<file path="config.mk">
export PLATFORM = sky130hd
export DESIGN_NAME = bgs_gauge_top
export DESIGN_NICKNAME = d
export VERILOG_FILES = /design/src/shared/bgs_pkg.sv /design/src/shared/bgs_reg_if.sv /design/src/design/bgs_ahb_slave.sv /design/src/design/bgs_pin_sampler.sv /design/src/design/bgs_gauge_top.sv
export VERILOG_INCLUDE_DIRS = /design/src /design/src/shared
export SDC_FILE = /design/constraint.sdc
export NUM_CORES = 1
export LEC_CHECK = 0
export BUFFER_PORTS_ARGS = -buffer_cell sky130_fd_sc_hd__buf_4
export CAP_MARGIN = 25
export CORE_MARGIN = 2
export CORE_UTILIZATION = 53
export DETAILED_ROUTE_END_ITERATION = 6
export PLACE_DENSITY_LB_ADDON = 0.2
export SYNTH_ARGS = -nofsm -noshare
export SYNTH_HDL_FRONTEND = slang
export SYNTH_SLANG_ARGS = --single-unit
</file>
<file path="constraint.sdc">
create_clock -name clk_sys -period 18 [get_ports clk_sys]
set_input_delay 2.7 -clock clk_sys [delete_from_list [all_inputs] [get_ports clk_sys]]
set_output_delay 2.7 -clock clk_sys [all_outputs]
set_load 0.05 [all_outputs]
</file>
<file path="src/shared/bgs_map.svh">
// Purpose: offsets, field positions, reset values and limits of the gauge
// Assumes: byte addresses on a 32-bit register bus, one word per register
// Notes:   definitions only
`ifndef BGS_MAP_SVH
`define BGS_MAP_SVH

// ----------------------------------------------------------------
// register byte offsets
// ----------------------------------------------------------------
`define BGS_OFS_FLAG_ONE  8'h00
`define BGS_OFS_FLAG_TWO  8'h04
`define BGS_OFS_TMPGAUGE  8'h08
`define BGS_OFS_NAC       8'h0C
`define BGS_OFS_LFD       8'h10
`define BGS_OFS_FULLCNT   8'h14
`define BGS_OFS_CICNT     8'h18
`define BGS_OFS_BATT_ID   8'h1C
`define BGS_OFS_CMD       8'h20
`define BGS_OFS_PROG      8'h24
`define BGS_OFS_EDV_TH    8'h28
`define BGS_OFS_FIRST_EMPTY_THRESHOLD_TH   8'h2C
`define BGS_OFS_OVL_TH    8'h30

// ----------------------------------------------------------------
// field positions
// ----------------------------------------------------------------
`define BGS_F1_EDV        1
`define BGS_F1_VDQ        3
`define BGS_F1_CI         4
`define BGS_F1_BRM        5
`define BGS_F1_BRP        6
`define BGS_F1_CHG        7
`define BGS_F2_OVL        0
`define BGS_F2_CR         7
`define BGS_CMD_INIT      0

// ----------------------------------------------------------------
// reset values and limits
// ----------------------------------------------------------------
`define BGS_RST_LFD       8'h40
`define BGS_RST_EDV_TH    12'h300
`define BGS_RST_FIRST_EMPTY_THRESHOLD_TH   12'h320
`define BGS_RST_OVL_TH    12'h200
`define BGS_RST_BATT_ID   8'h05
`define BGS_CI_LIMIT      8'h40
`define BGS_PFC_LOW       8'h40
`define BGS_PFC_FLOAT     8'h80
`define BGS_PFC_HIGH      8'hC0

`endif

</file>
<file path="src/shared/bgs_pkg.sv">
// Purpose: types shared by the gauge modules
// Assumes: nothing
// Notes:   constants live in bgs_map.svh
package bgs_pkg;

    typedef enum logic [1:0] {
        LVL_LOW   = 2'b00,
        LVL_FLOAT = 2'b01,
        LVL_HIGH  = 2'b10
    } bgs_lvl_t;

    typedef enum logic {
        BUS_IDLE   = 1'b0,
        BUS_RDWAIT = 1'b1
    } bgs_bus_st_t;

endpackage : bgs_pkg

</file>
<file path="src/shared/bgs_reg_if.sv">
// Purpose: register access carrier between bus slave and gauge core
// Assumes: one write strobe per cycle, read address held for a cycle
// Notes:   rdata is combinational from raddr
`timescale 1ns/1ps
`default_nettype none

interface bgs_reg_if;
    logic        wr;
    logic [7:0]  waddr;
    logic [31:0] wdata;
    logic [7:0]  raddr;
    logic [31:0] rdata;

    modport slave (output wr, waddr, wdata, raddr, input rdata);
    modport core  (input wr, waddr, wdata, raddr, output rdata);
endinterface : bgs_reg_if

`default_nettype wire

</file>
<file path="src/design/bgs_ahb_slave.sv">
// Purpose: AHB-Lite slave front end of the gauge registers
// Assumes: single word transfers, one slave on the bus
// Notes:   writes take no wait state, reads take one
`timescale 1ns/1ps
`default_nettype none

module bgs_ahb_slave
    import bgs_pkg::*;
(
    // clock and reset
    input  wire logic        clk_sys,
    input  wire logic        resetn,
    // bus
    input  wire logic        hsel,
    input  wire logic [31:0] haddr,
    input  wire logic [1:0]  htrans,
    input  wire logic        hwrite,
    input  wire logic [31:0] hwdata,
    input  wire logic        hready,
    output var  logic        hreadyout,
    output var  logic [31:0] hrdata,
    // core side
    bgs_reg_if.slave         regs
);
    bgs_bus_st_t st_q;
    logic        wpend_q;
    logic [7:0]  addr_q;
    logic        take;

    assign take = hsel & htrans[1] & hready;

    // ----------------------------------------------------------------
    // address phase capture
    // ----------------------------------------------------------------
    always_ff @(posedge clk_sys or negedge resetn)
    begin
        if (!resetn)
        begin
            addr_q  <= 8'h00;
            wpend_q <= 1'b0;
        end
        else if (hready)
        begin
            wpend_q <= take & hwrite;
            if (take)
                addr_q <= haddr[7:0];
        end
    end

    // the extra read cycle lets a write in the same edge settle first
    always_ff @(posedge clk_sys or negedge resetn)
    begin
        if (!resetn)
        begin
            st_q      <= BUS_IDLE;
            hreadyout <= 1'b1;
            hrdata    <= 32'h0000_0000;
        end
        else
        begin
            unique case (st_q)
                BUS_IDLE:
                begin
                    if (take && !hwrite)
                    begin
                        st_q      <= BUS_RDWAIT;
                        hreadyout <= 1'b0;
                    end
                end
                BUS_RDWAIT:
                begin
                    st_q      <= BUS_IDLE;
                    hreadyout <= 1'b1;
                    hrdata    <= regs.rdata;
                end
            endcase
        end
    end

    assign regs.wr    = wpend_q;
    assign regs.waddr = addr_q;
    assign regs.wdata = hwdata;
    assign regs.raddr = addr_q;

endmodule : bgs_ahb_slave

`default_nettype wire

</file>
<file path="src/design/bgs_pin_sampler.sv">
// Purpose: catches the programming pins after reset and on init
// Assumes: pin senses are synchronous and settled before release
// Notes:   the three-level pin is read once with pull-up, once pull-down
`timescale 1ns/1ps
`default_nettype none

module bgs_pin_sampler
    import bgs_pkg::*;
(
    // clock and reset
    input  wire logic clk_sys,
    input  wire logic resetn,
    // request a fresh sample
    input  wire logic resample,
    // pins
    input  wire logic pfc_pu_sense,
    input  wire logic pfc_pd_sense,
    input  wire logic display_mode_pin,
    // sampled settings
    output var  bgs_lvl_t pfc_level,
    output var  logic     display_abs
);
    logic armed_q;

    always_ff @(posedge clk_sys or negedge resetn)
    begin
        if (!resetn)
        begin
            armed_q     <= 1'b1;
            pfc_level   <= LVL_LOW;
            display_abs <= 1'b0;
        end
        else if (armed_q || resample)
        begin
            armed_q     <= 1'b0;
            display_abs <= display_mode_pin;
            // a floating pin follows whichever pull is applied
            if (pfc_pu_sense && pfc_pd_sense)
                pfc_level <= LVL_HIGH;
            else if (!pfc_pu_sense && !pfc_pd_sense)
                pfc_level <= LVL_LOW;
            else
                pfc_level <= LVL_FLOAT;
        end
    end

endmodule : bgs_pin_sampler

`default_nettype wire

</file>
<file path="src/design/bgs_gauge_top.sv">
// Purpose: flag, counter and gauge logic of a battery gauge
// Assumes: analog front end delivers codes and count pulses in clk_sys
// Notes:   registers reached over AHB-Lite, see bgs_map.svh for offsets
//
// The address map and the AHB-Lite interface to the registers were chosen for this implementation.
`timescale 1ns/1ps
`default_nettype none

`include "bgs_map.svh"

// Behaviour
// - latch empty flag when voltage below threshold
// - empty flag clears once charging is seen
// - removed flag set on removal, cleared on return
// - replaced flag set when valid returns after removal
// - replaced flag clears at first threshold or full
// - init command sets replaced flag
// - inaccurate flag after 64 cycles without update
// - count cycles, zero on valid capacity update
// - valid-discharge set when charged to full reference
// - gauge step 0..15 in low four bits
// - full count increments on valid full reach
// - host write of charge count disqualifies update
// - programming pins sampled at reset and on init command
// - full count pin decoded low, float, high
// - overload when sense voltage exceeds threshold
// - charge rate bit kept in second flags
// - display mode picks relative or absolute reference
// - battery id byte written by host, retained
// - host init command reinitialises the gauge
module bgs_gauge_top
    import bgs_pkg::*;
(
    // clock and reset
    input  wire logic        clk_sys,
    input  wire logic        resetn,
    // register bus
    input  wire logic        hsel,
    input  wire logic [31:0] haddr,
    input  wire logic [1:0]  htrans,
    input  wire logic        hwrite,
    input  wire logic [2:0]  hsize,
    input  wire logic [31:0] hwdata,
    input  wire logic        hready,
    output var  logic        hreadyout,
    output var  logic        hresp,
    output var  logic [31:0] hrdata,
    // measurement front end
    input  wire logic [11:0] vbat_code,
    input  wire logic [11:0] vsr_code,
    input  wire logic        charge_active,
    input  wire logic        charge_fast,
    input  wire logic [2:0]  dsg_rate,
    input  wire logic        batt_valid,
    input  wire logic [3:0]  temp_step,
    input  wire logic        nac_up,
    input  wire logic        nac_down,
    // programming pins
    input  wire logic        pfc_pu_sense,
    input  wire logic        pfc_pd_sense,
    input  wire logic        display_mode_pin,
    // status out
    output var  logic [3:0]  gauge_step,
    output var  logic        overload,
    output var  logic        empty_voltage_flag
);
    bgs_reg_if regs ();

    bgs_lvl_t    pfc_level;
    logic        display_abs;
    logic [7:0]  nac_q;
    logic [7:0]  lfd_q;
    logic [7:0]  full_cnt_q;
    logic [7:0]  ci_cnt_q;
    logic [7:0]  batt_id_q;
    logic [11:0] edv_th_q;
    logic [11:0] first_empty_threshold_th_q;
    logic [11:0] ovl_th_q;
    logic        brm_q;
    logic        brp_q;
    logic        vdq_q;
    logic        init_q;
    logic        wr_nac;
    logic        reach;
    logic        ci_flag;
    logic [7:0]  pfc_cnt;
    logic [7:0]  ref_cnt;
    logic [11:0] ratio;
    logic [7:0]  flag_one;
    logic [7:0]  flag_two;

    // ----------------------------------------------------------------
    // sub blocks
    // ----------------------------------------------------------------
    bgs_ahb_slave u_slave (
        .clk_sys   (clk_sys),
        .resetn    (resetn),
        .hsel      (hsel),
        .haddr     (haddr),
        .htrans    (htrans),
        .hwrite    (hwrite),
        .hwdata    (hwdata),
        .hready    (hready),
        .hreadyout (hreadyout),
        .hrdata    (hrdata),
        .regs      (regs.slave)
    );

    bgs_pin_sampler u_pins (
        .clk_sys          (clk_sys),
        .resetn           (resetn),
        .resample         (init_q),
        .pfc_pu_sense     (pfc_pu_sense),
        .pfc_pd_sense     (pfc_pd_sense),
        .display_mode_pin (display_mode_pin),
        .pfc_level        (pfc_level),
        .display_abs      (display_abs)
    );

    // only whole words are used; hsize is not checked
    always_ff @(posedge clk_sys or negedge resetn)
    begin
        if (!resetn)
            hresp <= 1'b0;
        else
            hresp <= 1'b0;
    end

    // ----------------------------------------------------------------
    // register writes
    // ----------------------------------------------------------------
    assign wr_nac = regs.wr && regs.waddr == `BGS_OFS_NAC;

    always_ff @(posedge clk_sys or negedge resetn)
    begin
        if (!resetn)
            init_q <= 1'b0;
        else
            init_q <= regs.wr && regs.waddr == `BGS_OFS_CMD
                      && regs.wdata[`BGS_CMD_INIT];
    end

    always_ff @(posedge clk_sys or negedge resetn)
    begin
        if (!resetn)
        begin
            lfd_q     <= `BGS_RST_LFD;
            batt_id_q <= `BGS_RST_BATT_ID;
            edv_th_q  <= `BGS_RST_EDV_TH;
            first_empty_threshold_th_q <= `BGS_RST_FIRST_EMPTY_THRESHOLD_TH;
            ovl_th_q  <= `BGS_RST_OVL_TH;
        end
        else if (regs.wr)
        begin
            unique case (regs.waddr)
                `BGS_OFS_LFD:     lfd_q     <= regs.wdata[7:0];
                `BGS_OFS_BATT_ID: batt_id_q <= regs.wdata[7:0];
                `BGS_OFS_EDV_TH:  edv_th_q  <= regs.wdata[11:0];
                `BGS_OFS_FIRST_EMPTY_THRESHOLD_TH: first_empty_threshold_th_q <= regs.wdata[11:0];
                `BGS_OFS_OVL_TH:  ovl_th_q  <= regs.wdata[11:0];
                default:          ;
            endcase
        end
    end

    // ----------------------------------------------------------------
    // available charge count
    // ----------------------------------------------------------------
    // a count up that lands exactly on the full reference
    assign reach = nac_up && !nac_down && !wr_nac && !init_q
                   && nac_q == 8'(lfd_q - 8'h01) && lfd_q != 8'h00;

    always_ff @(posedge clk_sys or negedge resetn)
    begin
        if (!resetn)
            nac_q <= 8'h00;
        else if (init_q)
            nac_q <= 8'h00;
        else if (wr_nac)
            nac_q <= regs.wdata[7:0];
        else if (nac_up && !nac_down && nac_q < lfd_q)
            nac_q <= 8'(nac_q + 8'h01);
        else if (nac_down && !nac_up && nac_q != 8'h00)
            nac_q <= 8'(nac_q - 8'h01);
    end

    // ----------------------------------------------------------------
    // empty-voltage latch
    // ----------------------------------------------------------------
    always_ff @(posedge clk_sys or negedge resetn)
    begin
        if (!resetn)
            empty_voltage_flag <= 1'b0;
        else if (vbat_code < edv_th_q)
            empty_voltage_flag <= 1'b1;
        else if (charge_active)
            empty_voltage_flag <= 1'b0;
    end

    // ----------------------------------------------------------------
    // removed and replaced flags
    // ----------------------------------------------------------------
    always_ff @(posedge clk_sys or negedge resetn)
    begin
        if (!resetn)
            brm_q <= 1'b0;
        else if (!batt_valid)
            brm_q <= 1'b1;
        else
            brm_q <= 1'b0;
    end

    // set wins over the clear conditions
    always_ff @(posedge clk_sys or negedge resetn)
    begin
        if (!resetn)
            brp_q <= 1'b0;
        else if (init_q)
            brp_q <= 1'b1;
        else if (batt_valid && brm_q)
            brp_q <= 1'b1;
        else if (vbat_code < first_empty_threshold_th_q || reach)
            brp_q <= 1'b0;
    end

    // ----------------------------------------------------------------
    // valid discharge, full count, inaccuracy count
    // ----------------------------------------------------------------
    always_ff @(posedge clk_sys or negedge resetn)
    begin
        if (!resetn)
            vdq_q <= 1'b0;
        else if (init_q || wr_nac)
            vdq_q <= 1'b0;
        else if (reach)
            vdq_q <= 1'b1;
    end

    always_ff @(posedge clk_sys or negedge resetn)
    begin
        if (!resetn)
            full_cnt_q <= 8'h00;
        else if (reach && vdq_q && full_cnt_q != 8'hFF)
            full_cnt_q <= 8'(full_cnt_q + 8'h01);
    end

    // counter saturates so the flag cannot wrap back to clear
    always_ff @(posedge clk_sys or negedge resetn)
    begin
        if (!resetn)
            ci_cnt_q <= 8'h00;
        else if (init_q)
            ci_cnt_q <= 8'h00;
        else if (reach && vdq_q)
            ci_cnt_q <= 8'h00;
        else if (reach && ci_cnt_q != 8'hFF)
            ci_cnt_q <= 8'(ci_cnt_q + 8'h01);
    end

    assign ci_flag = ci_cnt_q >= `BGS_CI_LIMIT;

    // ----------------------------------------------------------------
    // gauge step and overload
    // ----------------------------------------------------------------
    always_comb
    begin
        unique case (pfc_level)
            LVL_LOW:   pfc_cnt = `BGS_PFC_LOW;
            LVL_FLOAT: pfc_cnt = `BGS_PFC_FLOAT;
            LVL_HIGH:  pfc_cnt = `BGS_PFC_HIGH;
            default:   pfc_cnt = `BGS_PFC_LOW;
        endcase
    end

    assign ref_cnt = display_abs ? pfc_cnt : lfd_q;
    // divider is combinational; one clock is ample at this rate
    assign ratio = (ref_cnt == 8'h00) ? 12'h000
                 : 12'({nac_q, 4'h0} / {4'h0, ref_cnt});

    always_ff @(posedge clk_sys or negedge resetn)
    begin
        if (!resetn)
            gauge_step <= 4'h0;
        else if (ratio > 12'h00F)
            gauge_step <= 4'hF;
        else
            gauge_step <= ratio[3:0];
    end

    always_ff @(posedge clk_sys or negedge resetn)
    begin
        if (!resetn)
            overload <= 1'b0;
        else
            overload <= vsr_code > ovl_th_q;
    end

    // ----------------------------------------------------------------
    // read mux
    // ----------------------------------------------------------------
    always_comb
    begin
        flag_one = 8'h00;
        flag_one[`BGS_F1_EDV] = empty_voltage_flag;
        flag_one[`BGS_F1_VDQ] = vdq_q;
        flag_one[`BGS_F1_CI]  = ci_flag;
        flag_one[`BGS_F1_BRM] = brm_q;
        flag_one[`BGS_F1_BRP] = brp_q;
        flag_one[`BGS_F1_CHG] = charge_active;
        flag_two = {charge_fast, dsg_rate, 4'h0};
        flag_two[`BGS_F2_OVL] = overload;
    end

    always_comb
    begin
        regs.rdata = 32'h0000_0000;
        unique case (regs.raddr)
            `BGS_OFS_FLAG_ONE: regs.rdata[7:0] = flag_one;
            `BGS_OFS_FLAG_TWO: regs.rdata[7:0] = flag_two;
            `BGS_OFS_TMPGAUGE: regs.rdata[7:0] = {temp_step, gauge_step};
            `BGS_OFS_NAC:      regs.rdata[7:0] = nac_q;
            `BGS_OFS_LFD:      regs.rdata[7:0] = lfd_q;
            `BGS_OFS_FULLCNT:  regs.rdata[7:0] = full_cnt_q;
            `BGS_OFS_CICNT:    regs.rdata[7:0] = ci_cnt_q;
            `BGS_OFS_BATT_ID:  regs.rdata[7:0] = batt_id_q;
            `BGS_OFS_PROG:     regs.rdata[2:0] = {display_abs, pfc_level};
            `BGS_OFS_EDV_TH:   regs.rdata[11:0] = edv_th_q;
            `BGS_OFS_FIRST_EMPTY_THRESHOLD_TH:  regs.rdata[11:0] = first_empty_threshold_th_q;
            `BGS_OFS_OVL_TH:   regs.rdata[11:0] = ovl_th_q;
            default:           regs.rdata = 32'h0000_0000;
        endcase
    end

endmodule : bgs_gauge_top

`default_nettype wire

</file>
==> flow_summary.json <==
{
  "maxCapViolations": 0,
  "crit_end": "gauge_step[0]$_DFF_PN0_",
  "wl_per_cell_microns": 19.0,
  "area_delta_synth_final_pct": 28.5,
  "die_x_microns": 144,
  "synth_top_area_cell": "dfrtp_1",
  "synthTopCellsByArea": "dfrtp_1 25%, ha_1 14%, mux2_2 8.3%, inv_1 3.2%, nand2_1 2.9%",
  "synth_top_area_share_pct": 24.7,
  "worstReg2RegEnd": "gauge_step[0]$_DFF_PN0_",
  "layout-drive-gt1-share_pct": 32.3,
  "slew_violations": 0,
  "crit_fanout": 7,
  "timing.reg2reg.setup_slack_ns": 0.74,
  "layout_common_cells": "217 x buf_4, 105 x ha_1, 102 x dfrtp_1",
  "hold_violations": 0,
  "slew_headroom_pct": 37.3,
  "h-tree-depth": 4,
  "clock.fmax_ghz": 0.0579,
  "overflow": 0,
  "path_clk_slew_ns": 0.06,
  "worstRegToRegCells": 84,
  "vias_per_cell": 6.01,
  "synth_warnings": 0,
  "tightest_slew_ns": 0.940,
  "dpl-instance-area_sq_um": 11900,
  "setup_viol": 0,
  "clk_latency_ns": 0.43,
  "fin_nets": 1596,
  "syn_inst": 1153,
  "synth_edf_count": 0,
  "worstPathRequired_ns": 18.29,
  "post-place-ws_ns": -0.233,
  "wirelength_microns": 31200,
  "vias": 9859,
  "cts_inserted_buffers": 17,
  "grt_max_degree": 74,
  "diodes": 0,
  "syn_area_per_cell_sq_um": 8.95,
  "crit_arrival_ns": 17.56,
  "clock_path_buffers": 2,
  "hold_buffers": 0,
  "die_h_microns": 144,
  "num_rows": 51,
  "track_usage_pct": 29.7,
  "core_sq_um": 19300,
  "numPortBuffers": 83,
  "ys.flop_type": "dfrtp_1",
  "cts_tree": "done",
  "antenna_found_initial": 0,
  "drcViolationCount": 0,
  "holdWs_ns": 0.511,
  "hpwl_microns": 23100,
  "antenna_left": 0,
  "outcome": "finished clean",
  "die_area_sq_um": 20600,
  "cts-root-buf": "clkbuf_16",
  "setup_ws_ns": 0.738,
  "critPathCaptureType": "flip-flop",
  "min_period_over_period_pct": 95.9,
  "synth-seq-cells": 113,
  "crit_type": "flip-flop to flip-flop",
  "drt_iter0_markers": 636,
  "ios": 153,
  "drt-pass1-iter-count": 6,
  "ys_seq_area_share_pct": 27.5,
  "grt_pass1_vias": 9470,
  "period_needed_ns": 17.26,
  "cp-start-kind": "flip-flop",
  "grt_pass1_wl_microns": 47900,
  "crit_start": "lfd_q[5]$_DFFE_PN0P_",
  "layout_commonest_cell": "buf_4",
  "initial_utilization_pct": 53.5,
  "hp-class": "flip-flop to flip-flop",
  "gp_congestion": 0.944,
  "ys_types": 83,
  "cts_sinks": 113,
  "critPathSlowestCell": "or4_4",
  "timing.rr.start": "lfd_q[5]$_DFFE_PN0P_",
  "fin_skew_ns": 0.00738,
  "synth_area_sq_um": 10300,
  "max_stage_delay_ns": 0.58,
  "final_core_util_pct": 68.8,
  "stdcell_area_sq_um": 13300,
  "synthArstFlopShare_pct": 100
}
==> cells by family after synthesis <==
family	after synthesis	synth area share (%)
compound gates	321	21.9
xor+xnor	52	4.42
fa+ha+maj	120	14.7
buf+inv	146	6.25
flops	113	27.5
mux	92	10.1
other cells	1	0.0364
simple gates	308	15.1
==> worst max-delay path, delay by kind of cell, from the launching register on <==
family / cells / cell delay, ns
AND/OR/NAND/NOR: 21 / 4.33
AO/OA/AOI/OAI: 42 / 7.74
adder cells (fa/ha/maj): 12 / 2.99
XOR/XNOR: 1 / 0.14
flip-flops: 1 / 0.37
multiplexers: 4 / 0.98
buffers and inverters: 4 / 0.54
==> registers in the layout, indices dropped and copies added, names as in the netlist <==
name                        flops
vdq_q                           1
ci_cnt_q                        8
full_cnt_q                      8
init_q                          1
brm_q                           1
batt_id_q                       8
lfd_q                           8
brp_q                           1
gauge_step                      4
first_empty_threshold_th_q     12
nac_q                           8
u_slave.st_q                    1
u_pins.display_abs              1
empty_voltage_flag              1
u_pins.pfc_level                2
u_slave.regs.wr                 1
ovl_th_q                       12
u_pins.armed_q                  1
u_slave.hreadyout               1
edv_th_q                       12
u_slave.regs.raddr              8
overload                        1
u_slave.hrdata                 12
==> metrics by stage <==
stage / setup TNS [ns] / std cells
CTS: 0 / 1613
global route: -0.184 / 1641
floorplan: 0 / 1174
finish: 0 / 1641
detailed placement: -0.233 / 1581
global placement: -0.0411 / 1581
==> per-layer routing <==
metal	global-route usage, %	wire length [microns]	part of all wire (%)
met5	0	0	0
met4	12.0	1440	4.6
met3	5.53	2210	7.1
met2	52.2	15000	48
met1	35.7	12600	40
==> how the worst min path moves through the flow <==
| stage | start | endpoint | slack [ns] | cells past startpoint |
|---|---|---|---|---|
| 2_1_floorplan | full_cnt_q[6]$_DFFE_PN0P_ | full_cnt_q[6]$_DFFE_PN0P_ | 0.46 | 1 |
| 3_3_place_gp | u_slave.hreadyout$_DFFE_PN1P_ | u_slave.hreadyout$_DFFE_PN1P_ | 0.47 | 2 |
| 3_5_place_dp | batt_id_q[4]$_DFFE_PN0P_ | batt_id_q[4]$_DFFE_PN0P_ | 0.50 | 1 |
| 4_1_cts | batt_id_q[4]$_DFFE_PN0P_ | batt_id_q[4]$_DFFE_PN0P_ | 0.51 | 1 |
| 5_1_grt | edv_th_q[10]$_DFFE_PN0P_ | edv_th_q[10]$_DFFE_PN0P_ | 0.53 | 1 |
| 6_report | edv_th_q[10]$_DFFE_PN0P_ | edv_th_q[10]$_DFFE_PN0P_ | 0.51 | 1 |
==> cell usage after synthesis, drive strengths merged (4+ instances only) <==
master and count:
nor4 4, a22oi 21, o31ai 10, dfrtp 102
and4 6, ha 118, o21bai 6, a21oi 53
o211a 6, nor3 31, nand2 79, dfstp 11
a211oi 9, and3 14, xor2 19, a31oi 7
a22o 14, a222oi 4, or4 5, buf 28
xnor2 33, mux2i 11, inv 90, or3 9
nand2b 13, a21o 33, o221ai 6, o211ai 8
a221oi 13, o21ai 61, and2 6, nand3 24
nand3b 4, o21a 32, nor2 81, nand4 12
o22ai 14, mux2 81, nor2b 7, or2 7
clkbuf 28
==> what timing repair did <==
action | CTS | global route
buffers inserted | 0 | 25
setup endpoints to repair | 1 | 2
pin swaps | 1 | 53
resized for setup | 7 | 95
gates cloned | 0 | 1
==> final cells by class <==
type                       count  area [sq um]
inverter                      90           338
multi-input combinational    915          7400
tap                          265           332
fill                        1543          6010
clock inverter                14           179
clock buffer                  18           439
sequential                   113          2840
timing repair buffer         226          1730
Power is left out: the tool's default activity adds up to more than one toggle a clock period on the data nets, which glitch-free logic cannot reach.
